<file path="src/core/core_pkg.sv">
// shared constants, opcode fields and phase codes of the fetch and decode core
package core_pkg;

	// program counter width: 4K program space
	localparam int PC_W = 12;

	// data space map
	localparam logic [7:0] ACC_ADDR = 8'hff;
	localparam logic [7:0] SHORT_BASE = 8'h80;
	localparam logic [7:0] ZERO_BYTE = 8'h00;

	// entry and interrupt addresses
	localparam logic [11:0] RESET_PC = 12'h000;
	localparam logic [11:0] IRQ_VECTOR = 12'hff0;

	// instruction lengths in program bytes
	localparam logic [11:0] LEN1 = 12'h001;
	localparam logic [11:0] LEN2 = 12'h002;
	localparam logic [11:0] LEN3 = 12'h003;

	// cycles per instruction class
	localparam logic [2:0] CYC_LDST = 3'h4;
	localparam logic [2:0] CYC_REL = 3'h2;
	localparam logic [2:0] CYC_CTL = 3'h2;
	localparam logic [2:0] CYC_EXT = 3'h4;
	localparam logic [2:0] CYC_BIT = 3'h4;
	localparam logic [2:0] CYC_BTB = 3'h5;
	localparam logic [2:0] CYC_IRQ = 3'h2;

	// opcode bits 7..5: relative tests and the other classes
	localparam logic [2:0] REL_C = 3'h0;
	localparam logic [2:0] REL_NC = 3'h1;
	localparam logic [2:0] REL_Z = 3'h2;
	localparam logic [2:0] REL_NZ = 3'h3;
	localparam logic [2:0] CLS_EXT = 3'h4;
	localparam logic [2:0] CLS_BIT = 3'h5;
	localparam logic [2:0] CLS_LDST = 3'h6;
	localparam logic [2:0] CLS_IND = 3'h7;

	// single-bit fields of the opcode
	localparam int OP_SEL_BIT = 4;
	localparam int OP_MODE_BIT = 3;

	// low nibble sub-codes when the class is load/store and bit 4 is set
	localparam logic [3:0] SUB_LD_A_DIR = 4'h0;
	localparam logic [3:0] SUB_LD_DIR_A = 4'h1;
	localparam logic [3:0] SUB_LDI_A = 4'h2;
	localparam logic [3:0] SUB_LDI_DIR = 4'h3;
	localparam logic [3:0] SUB_NOP = 4'h4;
	localparam logic [3:0] SUB_RET = 4'h5;

	// sequencer phases, gray along fetch, decode, operand, read, finish
	typedef enum logic [2:0] {
		PH_FETCH = 3'h0,
		PH_DECODE = 3'h1,
		PH_OPER = 3'h3,
		PH_READ = 3'h2,
		PH_FINISH = 3'h6
	} phase_type;

endpackage

</file>
<file path="src/core/stack_port_if.sv">
// push and pop port between the sequencer and the return address stack
interface stack_port_if #(parameter int WIDTH = 12);
	logic push;
	logic pop;
	logic [WIDTH-1:0] push_data;
	logic [WIDTH-1:0] top_data;
	logic full;
	logic empty;

	modport owner (output push, output pop, output push_data, input top_data, input full, input empty);
	modport store (input push, input pop, input push_data, output top_data, output full, output empty);
endinterface

</file>
<file path="src/core/decode_core.sv">
// instruction fetch, decode and load/store sequencer of the 8-bit core
//
// Functional notes
// - set or clear any data-space bit in one instruction, old bit copied to carry.
// - branch to a target depending on any single data-space bit.
// - six-cell 12-bit return stack fed by calls and interrupt entry.
// - accumulator, pointer and short registers, peripherals and memory share one byte space.
// - immediate operand is the last program byte: right after the opcode, or after the address byte for register-immediate.
// - direct mode uses the byte after the opcode as a 256-byte data address.
// - short direct picks one of 80h..83h from an opcode field, no address byte.
// - extended mode joins opcode low nibble and next byte into a 12-bit target.
// - one-byte relative branches reach -15..+16, else fall through.
// - relative opcode is test in top three bits, direction bit, four-bit span.
// - bit direct takes bit number from opcode, address from next byte.
// - bit test branch is three bytes, signed displacement covers -127..+128.
// - indirect uses pointer at 80h or 81h, chosen by opcode bit 4.
// - inherent instructions are one byte and carry everything in the opcode.
// - opcodes decode into six groups across nine addressing modes.
// - loads move data between accumulator and operand; immediate load reaches any byte.
// - load/store takes four cycles, length by mode, zero updated except register-immediate.
module decode_core
	import core_pkg::*;
#(
	parameter logic [11:0] IRQ_ADDR = IRQ_VECTOR,
	parameter int STACK_DEPTH = 6
) (
	input wire logic clock_in,
	input wire logic rst_in,
	output logic [PC_W-1:0] prog_addr_out,
	input wire logic [7:0] prog_data_in,
	output logic [7:0] data_addr_out,
	output logic [7:0] data_wdata_out,
	output logic data_we_out,
	output logic data_re_out,
	input wire logic [7:0] data_rdata_in,
	input wire logic irq_in,
	output logic [7:0] acc_out,
	output logic zero_flag_out,
	output logic carry_flag_out,
	output logic [PC_W-1:0] pc_out,
	output logic illegal_out
);

	typedef struct packed {
		phase_type ph;
		logic [2:0] cyc;
		logic [2:0] need;
		logic [7:0] op;
		logic [7:0] b2;
		logic [PC_W-1:0] pc;
		logic [PC_W-1:0] prog_addr;
		logic [7:0] data_addr;
		logic [7:0] wdata;
		logic we;
		logic re;
		logic [7:0] acc;
		logic [3:0][7:0] sregs;
		logic zf;
		logic cf;
		logic [2:0] irq_sync;
		logic pend;
		logic illegal;
	} core_state_type;

	localparam core_state_type STATE_RESET = '{ph: PH_FETCH, pc: RESET_PC, prog_addr: RESET_PC, default: '0};

	core_state_type s_r;
	core_state_type s_nxt;
	logic [7:0] rd;
	logic irq_edge;
	logic rel_take;
	logic push_c;
	logic pop_c;
	logic [PC_W-1:0] push_data_c;

	stack_port_if #(.WIDTH(PC_W)) stk ();

	return_stack #(.DEPTH(STACK_DEPTH), .WIDTH(PC_W)) u_stack (
		.clock_in(clock_in),
		.rst_in(rst_in),
		.port(stk.store)
	);

	assign stk.push = push_c;
	assign stk.pop = pop_c;
	assign stk.push_data = push_data_c;

	// zero test shared by every zero-flag update
	function automatic logic is_zero(logic [7:0] v);
		return v == ZERO_BYTE;
	endfunction

	// internal registers answer their own addresses, everything else comes from outside
	function automatic logic [7:0] read_space(logic [7:0] a, logic [7:0] acc, logic [3:0][7:0] sr,
		logic [7:0] ext);
		if (a == ACC_ADDR) begin
			return acc;
		end else if (a[7:2] == SHORT_BASE[7:2]) begin
			return sr[a[1:0]];
		end
		return ext;
	endfunction

	// a write always goes out on the bus and also refreshes the internal copy if it hits one
	function automatic core_state_type put(core_state_type st, logic [7:0] a, logic [7:0] v);
		core_state_type r;
		r = st;
		r.data_addr = a;
		r.wdata = v;
		r.we = 1'b1;
		if (a == ACC_ADDR) begin
			r.acc = v;
		end
		if (a[7:2] == SHORT_BASE[7:2]) begin
			r.sregs[a[1:0]] = v;
		end
		return r;
	endfunction

	// wait out the instruction's cycle budget before fetching again
	function automatic phase_type done_phase(logic [2:0] cyc, logic [2:0] need);
		return (cyc >= need) ? PH_FETCH : PH_FINISH;
	endfunction

	// point the program counter and the fetch address at the next instruction
	function automatic core_state_type finish(core_state_type st, logic [PC_W-1:0] t);
		core_state_type r;
		r = st;
		r.pc = t;
		r.prog_addr = t;
		r.ph = done_phase(st.cyc, st.need);
		return r;
	endfunction

	// relative branch conditions on the flags
	always_comb begin
		unique case (s_r.op[7:5])
			REL_C: rel_take = s_r.cf;
			REL_NC: rel_take = !s_r.cf;
			REL_Z: rel_take = s_r.zf;
			default: rel_take = !s_r.zf;
		endcase
	end

	// only the second synchroniser stage and the history bit feed the edge detector
	assign irq_edge = s_r.irq_sync[1] && !s_r.irq_sync[2];

	// sequencer: one pass per cycle, all state in one struct
	always_comb begin
		rd = read_space(s_r.data_addr, s_r.acc, s_r.sregs, data_rdata_in);
		s_nxt = s_r;
		s_nxt.cyc = 3'(s_r.cyc + 3'h1);
		s_nxt.we = 1'b0;
		s_nxt.re = 1'b0;
		s_nxt.illegal = 1'b0;
		s_nxt.irq_sync = {s_r.irq_sync[1:0], irq_in};
		push_c = 1'b0;
		pop_c = 1'b0;
		push_data_c = '0;
		unique case (s_r.ph)
			PH_FETCH: begin
				if (s_r.pend) begin
					// interrupt entry only at an instruction boundary
					push_c = 1'b1;
					push_data_c = s_r.pc;
					s_nxt.pend = 1'b0;
					s_nxt.need = CYC_IRQ;
					s_nxt = finish(s_nxt, IRQ_ADDR);
				end else begin
					s_nxt.op = prog_data_in;
					s_nxt.prog_addr = PC_W'(s_r.pc + LEN1);
					s_nxt.ph = PH_DECODE;
				end
			end
			PH_DECODE: begin
				// prog_data_in now holds the byte after the opcode
				unique case (s_r.op[7:5])
					REL_C, REL_NC, REL_Z, REL_NZ: begin
						s_nxt.need = CYC_REL;
						if (!rel_take) begin
							s_nxt = finish(s_nxt, PC_W'(s_r.pc + LEN1));
						end else if (s_r.op[OP_SEL_BIT]) begin
							s_nxt = finish(s_nxt, PC_W'(s_r.pc - {8'h00, s_r.op[3:0]}));
						end else begin
							s_nxt = finish(s_nxt, PC_W'(s_r.pc + {8'h00, s_r.op[3:0]} + LEN1));
						end
					end
					CLS_EXT: begin
						s_nxt.need = CYC_EXT;
						if (s_r.op[OP_SEL_BIT]) begin
							push_c = 1'b1;
							push_data_c = PC_W'(s_r.pc + LEN2);
						end
						s_nxt = finish(s_nxt, {s_r.op[3:0], prog_data_in});
					end
					CLS_BIT: begin
						// address byte selects the data byte, bit number stays in the opcode
						s_nxt.b2 = prog_data_in;
						s_nxt.data_addr = prog_data_in;
						s_nxt.re = 1'b1;
						s_nxt.prog_addr = PC_W'(s_r.pc + LEN2);
						if (s_r.op[OP_SEL_BIT]) begin
							s_nxt.need = CYC_BTB;
							s_nxt.ph = PH_OPER;
						end else begin
							s_nxt.need = CYC_BIT;
							s_nxt.ph = PH_READ;
						end
					end
					CLS_LDST: begin
						s_nxt.need = CYC_LDST;
						if (!s_r.op[OP_SEL_BIT]) begin
							// short direct: register picked from the opcode, one byte
							if (s_r.op[OP_MODE_BIT]) begin
								s_nxt = put(s_nxt, SHORT_BASE | {6'h00, s_r.op[1:0]}, s_r.acc);
								s_nxt.zf = is_zero(s_r.acc);
							end else begin
								s_nxt.acc = s_r.sregs[s_r.op[1:0]];
								s_nxt.zf = is_zero(s_r.sregs[s_r.op[1:0]]);
							end
							s_nxt = finish(s_nxt, PC_W'(s_r.pc + LEN1));
						end else begin
							case (s_r.op[3:0])
								SUB_LD_A_DIR: begin
									s_nxt.data_addr = prog_data_in;
									s_nxt.re = 1'b1;
									s_nxt.ph = PH_READ;
								end
								SUB_LD_DIR_A: begin
									s_nxt = put(s_nxt, prog_data_in, s_r.acc);
									s_nxt.zf = is_zero(s_r.acc);
									s_nxt = finish(s_nxt, PC_W'(s_r.pc + LEN2));
								end
								SUB_LDI_A: begin
									s_nxt.acc = prog_data_in;
									s_nxt.zf = is_zero(prog_data_in);
									s_nxt = finish(s_nxt, PC_W'(s_r.pc + LEN2));
								end
								SUB_LDI_DIR: begin
									s_nxt.b2 = prog_data_in;
									s_nxt.prog_addr = PC_W'(s_r.pc + LEN2);
									s_nxt.ph = PH_OPER;
								end
								SUB_NOP: begin
									s_nxt.need = CYC_CTL;
									s_nxt = finish(s_nxt, PC_W'(s_r.pc + LEN1));
								end
								SUB_RET: begin
									s_nxt.need = CYC_CTL;
									pop_c = 1'b1;
									s_nxt = finish(s_nxt, stk.top_data);
								end
								default: begin
									// unexecuted codes cost a control slot and are flagged
									s_nxt.illegal = 1'b1;
									s_nxt.need = CYC_CTL;
									s_nxt = finish(s_nxt, PC_W'(s_r.pc + LEN1));
								end
							endcase
						end
					end
					CLS_IND: begin
						s_nxt.need = CYC_LDST;
						if (s_r.op[OP_MODE_BIT]) begin
							s_nxt = put(s_nxt, s_r.op[OP_SEL_BIT] ? s_r.sregs[1] : s_r.sregs[0], s_r.acc);
							s_nxt.zf = is_zero(s_r.acc);
							s_nxt = finish(s_nxt, PC_W'(s_r.pc + LEN1));
						end else begin
							s_nxt.data_addr = s_r.op[OP_SEL_BIT] ? s_r.sregs[1] : s_r.sregs[0];
							s_nxt.re = 1'b1;
							s_nxt.ph = PH_READ;
						end
					end
				endcase
			end
			PH_OPER: begin
				// third program byte is on prog_data_in
				if (s_r.op[7:5] == CLS_BIT) begin
					s_nxt.cf = rd[s_r.op[2:0]];
					if (rd[s_r.op[2:0]] == s_r.op[OP_MODE_BIT]) begin
						s_nxt = finish(s_nxt, PC_W'(s_r.pc + LEN1 + {{4{prog_data_in[7]}}, prog_data_in}));
					end else begin
						s_nxt = finish(s_nxt, PC_W'(s_r.pc + LEN3));
					end
				end else begin
					// register-immediate leaves both flags alone
					s_nxt = put(s_nxt, s_r.b2, prog_data_in);
					s_nxt = finish(s_nxt, PC_W'(s_r.pc + LEN3));
				end
			end
			PH_READ: begin
				if (s_r.op[7:5] == CLS_BIT) begin
					// read-modify-write of one bit, old value into carry
					s_nxt.cf = rd[s_r.op[2:0]];
					s_nxt = put(s_nxt, s_r.data_addr, (rd & ~(8'h01 << s_r.op[2:0])) |
						({7'h00, s_r.op[OP_MODE_BIT]} << s_r.op[2:0]));
					s_nxt = finish(s_nxt, PC_W'(s_r.pc + LEN2));
				end else begin
					s_nxt.acc = rd;
					s_nxt.zf = is_zero(rd);
					s_nxt = finish(s_nxt, (s_r.op[7:5] == CLS_IND) ? PC_W'(s_r.pc + LEN1) : PC_W'(s_r.pc + LEN2));
				end
			end
			PH_FINISH: begin
				s_nxt.ph = done_phase(s_nxt.cyc, s_r.need);
			end
			default: begin
				s_nxt.ph = PH_FETCH;
			end
		endcase
		if (s_nxt.ph == PH_FETCH) begin
			s_nxt.cyc = '0;
		end
		// a new request in the cycle the pending bit is taken is kept
		if (irq_edge) begin
			s_nxt.pend = 1'b1;
		end
	end

	always_ff @(posedge clock_in or posedge rst_in) begin
		if (rst_in) begin
			s_r <= STATE_RESET;
		end else begin
			s_r <= s_nxt;
		end
	end

	// every output is a field of the state register
	assign prog_addr_out = s_r.prog_addr;
	assign data_addr_out = s_r.data_addr;
	assign data_wdata_out = s_r.wdata;
	assign data_we_out = s_r.we;
	assign data_re_out = s_r.re;
	assign acc_out = s_r.acc;
	assign zero_flag_out = s_r.zf;
	assign carry_flag_out = s_r.cf;
	assign pc_out = s_r.pc;
	assign illegal_out = s_r.illegal;

	logic fetch_ldst;
	logic fetch_btb;
	logic fetch_rel;
	assign fetch_ldst = (s_r.ph == PH_FETCH) && !s_r.pend && ((prog_data_in[7:5] == CLS_IND) ||
		((prog_data_in[7:5] == CLS_LDST) && (!prog_data_in[OP_SEL_BIT] || prog_data_in[3:0] <= SUB_LDI_DIR)));
	assign fetch_btb = (s_r.ph == PH_FETCH) && !s_r.pend && (prog_data_in[7:4] == {CLS_BIT, 1'b1});
	assign fetch_rel = (s_r.ph == PH_FETCH) && !s_r.pend && !prog_data_in[7];
endmodule

</file>
<file path="src/core/return_stack.sv">
// return address stack with a registered top-of-stack word
module return_stack #(
	parameter int DEPTH = 6,
	parameter int WIDTH = 12
) (
	input wire logic clock_in,
	input wire logic rst_in,
	stack_port_if.store port
);
	localparam int SP_W = $clog2(DEPTH + 1);

	typedef struct packed {
		logic [DEPTH-1:0][WIDTH-1:0] cells;
		logic [SP_W-1:0] sp;
		logic [WIDTH-1:0] top;
	} stack_state_type;

	stack_state_type s_r;
	stack_state_type s_nxt;
	logic full;
	logic empty;

	assign full = (s_r.sp == SP_W'(DEPTH));
	assign empty = (s_r.sp == '0);
	assign port.full = full;
	assign port.empty = empty;
	assign port.top_data = s_r.top;

	// push wins over pop unless the stack is full; overflow drops the new word rather than corrupting older ones
	always_comb begin
		s_nxt = s_r;
		if (port.push && !full) begin
			s_nxt.cells[s_r.sp] = port.push_data;
			s_nxt.sp = SP_W'(s_r.sp + SP_W'(1));
			s_nxt.top = port.push_data;
		end else if (port.pop && !empty) begin
			s_nxt.sp = SP_W'(s_r.sp - SP_W'(1));
			s_nxt.top = (s_r.sp >= SP_W'(2)) ? s_r.cells[SP_W'(s_r.sp - SP_W'(2))] : '0;
		end
	end

	always_ff @(posedge clock_in or posedge rst_in) begin
		if (rst_in) begin
			s_r <= '0;
		end else begin
			s_r <= s_nxt;
		end
	end
endmodule

</file>
<file path="config.mk">
export PLATFORM = sky130hd
export DESIGN_NAME = decode_core
export DESIGN_NICKNAME = d
export VERILOG_FILES = /design/src/core/core_pkg.sv /design/src/core/stack_port_if.sv /design/src/core/decode_core.sv /design/src/core/return_stack.sv
export SDC_FILE = /design/constraint.sdc
export NUM_CORES = 1
export LEC_CHECK = 0
export BUFFER_PORTS_ARGS = -buffer_cell sky130_fd_sc_hd__buf_2
export CORE_MARGIN = 2
export CORE_UTILIZATION = 43
export DETAILED_ROUTE_END_ITERATION = 7
export MAX_ROUTING_LAYER = met4
export PLACE_DENSITY_LB_ADDON = 0.3
export SLEW_MARGIN = 20
export SYNTH_ARGS = -nofsm -noshare
export SYNTH_HDL_FRONTEND = slang
export SYNTH_SLANG_ARGS = --single-unit
</file>
<file path="constraint.sdc">
create_clock -name clock_in -period 16.6 [get_ports clock_in]
set_input_delay 0 -clock clock_in [delete_from_list [all_inputs] [get_ports clock_in]]
set_output_delay 0 -clock clock_in [all_outputs]
set_load 0.01 [all_outputs]
</file>
==> reports/results.tsv <==
metric	value	unit
path_max_fanout	36	
post_synth_inst_count	1803	
grt_pass1_vias	13792	
dieArea	36300	sq um
p_per_area	210	nW/um^2
skew	0.0177	ns
synth_flop_cell	dfrtp_1	
path_clk_slew	0.06	ns
drv_cap	0	
synthesis.nets	1856	
io_pins	72	
cp_top_family	simple AND/OR/NAND/NOR gates	
ant_nets	0	
wl	54900	um
p_leak	6.41	nW
rsz0062_at_grt	no	
nNetsFinal	1806	
ys_types	80	
cts_tree	yes	
core	34400	sq um
max_stage_delay	0.95	ns
crit_path_end_kind	flip-flop	
start_util	0.435	
viasPerCell	6.56	
drc	1	
root_buffer	clkbuf_16	
fin_crit	4.30	ns
async_reset_ff_frac	1.00	
utilization	0.472	
clockBufferDepth	3	
cp-start-kind	flip-flop	
worst_pin_slew	1.09	ns
track_usage	0.311	
gp_congestion	0.997	
fin_crit_sh	0.259	
yosysSeqAreaShare	0.336	
clock-sinks	201	
violations	DRC	
fp.dieW	191	um
syn-cell-area	15000	sq um
overflow	0	
yosys_warnings	0	
grt_max_degree	136	
drive_gt1_frac	0.130	
htreeDepth	1	
run_status	finished, violations left	
dr.pass1.iters	8	
critical_path.most_common_cell	nand2_1	
final_cell_mix	258 x nand2_1, 200 x dfrtp_1, 165 x o21ai_0	
insertion_delay	0.57	ns
antenna_found_initial	0	
num_vias	14605	
cts_buffers	25	
power	3.41	mW
ctsResizeCount	0	
fillers	3394	
cp_cell_sequence	nor2b_1 -> and3_1 -> nand2_1 -> nor2_1 -> or4_1 -> or3_1 -> buf_4 -> nand2b_1 -> nand2_1 -> o21ai_1	
fin_hold_ws	0.0946	ns
area_growth_syn_to_layout	8.41	%
crit_required	17.03	ns
synth_edf_count	0	
syn_area_per_cell	8.30	sq um
grt_pass1_wl	84800	um
setup_tns	0	ns
timing.fmax	232	MHz
cp_num_buf_inv	1	
dieHeight	191	um
peakVddDrop	0.000101	V
crit_slowest_cell	dfrtp_1	
finalSetupViolations	0	
num_antenna_cells	0	
dp_hpwl	38300	um
rows	68	
wl_per_cell	24.7	um
cp.arrival	4.73	ns
layout_commonest_cell	nand2_1	
io_buffers	71	
drt_iter0_drc	2147	
crit_type	reg -> reg	
final-hold-violation-count	0	
relSlewSlack	0.272	
slew_viol_final	0	
synth-seq-cells	201	
hold_path_class	in -> reg	
synthesized netlist by cell type (11+ instances only):
cell        n  area share
a211oi_1   11      0.0055
a21oi_1   113       0.038
a221oi_1   11      0.0064
a22o_1     16      0.0094
a22oi_1    90       0.045
a31oi_1    17      0.0071
buf_1      15      0.0038
buf_4      49       0.025
clkbuf_1  118       0.030
dfrtp_1   201        0.34
ha_1       30       0.025
inv_1      38      0.0095
mux2_2     22       0.017
mux2i_1    47       0.031
mux4_2     30       0.045
nand2_1   258       0.065
nand2b_1   13      0.0054
nand3_1    21      0.0070
nor2_1    141       0.035
nor2b_1    12      0.0050
nor3_1     45       0.015
o211ai_1   26       0.013
o21ai_0   166       0.056
o21ai_1    42       0.014
o221ai_1   22       0.013
o22ai_1    38       0.016
xnor2_1    25       0.015
xor2_1     28       0.016
final cells by class:
class / count / area [sq um] / area share
tap: 455 / 569 / 0.0351
clock buffer: 39 / 778 / 0.0480
timing repair buffer: 113 / 696 / 0.0429
inverter: 40 / 158 / 0.00972
clock inverter: 7 / 86.3 / 0.00532
sequential: 201 / 5030 / 0.310
multi-input combinational: 1372 / 8910 / 0.549
report_power, final:
part | leakage [nW] | total, mW | switching (mW) | internal [mW]
Clock | 0.423 | 0.569 | 0.229 | 0.339
Combinational | 3.37 | 1.88 | 1.19 | 0.688
Sequential | 2.62 | 0.963 | 0.296 | 0.667
logic make-up (layout without fill, tap and decap cells):
kind of cell | count (synthesis) | in the layout | synth area share
AO/OA/AOI/OAI | 639 | 639 | 0.277
XOR/XNOR | 54 | 54 | 0.0329
adder cells (fa/ha/maj) | 34 | 34 | 0.0304
buffers and inverters | 230 | 199 | 0.0715
flip-flops | 201 | 201 | 0.336
multiplexers | 101 | 101 | 0.0955
AND/OR/NAND/NOR | 544 | 544 | 0.157
state kept, by name, summed over array words and instances (netlist names):
signal	cells
data_we_out	1
s_r	61
u_stack.port.top_data	12
pc_out	12
data_wdata_out	8
data_addr_out	8
data_re_out	1
u_stack.s_r	75
carry_flag_out	1
prog_addr_out	12
illegal_out	1
zero_flag_out	1
acc_out	8
final timing paths:
check / startpoint / to / slack (ns) / cells after the start
worst min register to register: s_r[2]$_DFF_PP0_ / s_r[3]$_DFF_PP0_ / 0.36 / 0
max in group asynchronous: rst_in / s_r[101]$_DFFE_PP0P_ / 14.89 / 4
worst max register to register: s_r[102]$_DFFE_PP0P_ / s_r[8]$_DFFE_PP0P_ / 12.30 / 10
worst max-delay path: s_r[102]$_DFFE_PP0P_ / s_r[8]$_DFFE_PP0P_ / 12.30 / 10
min in group asynchronous: rst_in / u_stack.s_r[20]$_DFFE_PP0P_ / 0.20 / 3
worst min-delay path: irq_in / s_r[2]$_DFF_PP0_ / 0.09 / 2
repair_timing:
item	in CTS	in global routing
hold buffers	10	0
buffers inserted	0	0
hold endpoints to repair	148	0
per-stage QoR:
step | setup slack [ns] | cells | area [sq um]
after floorplan | 11.12 | 1803 | 15000
after global placement | 12.49 | 2171 | 15300
after detailed placement | 12.38 | 2171 | 15300
after CTS | 12.41 | 2227 | 16200
after global routing | 12.08 | 2227 | 16200
final | 12.30 | 2227 | 16200
per-layer routing:
layer	up-vias	wire, um	track usage
met5	-	0	-
li1	6507	-	-
met1	6997	23000	0.429
met3	182	6480	0.0755
met4	0	2520	0.118
met2	919	22900	0.438
Power figures use the tool's default switching activity.
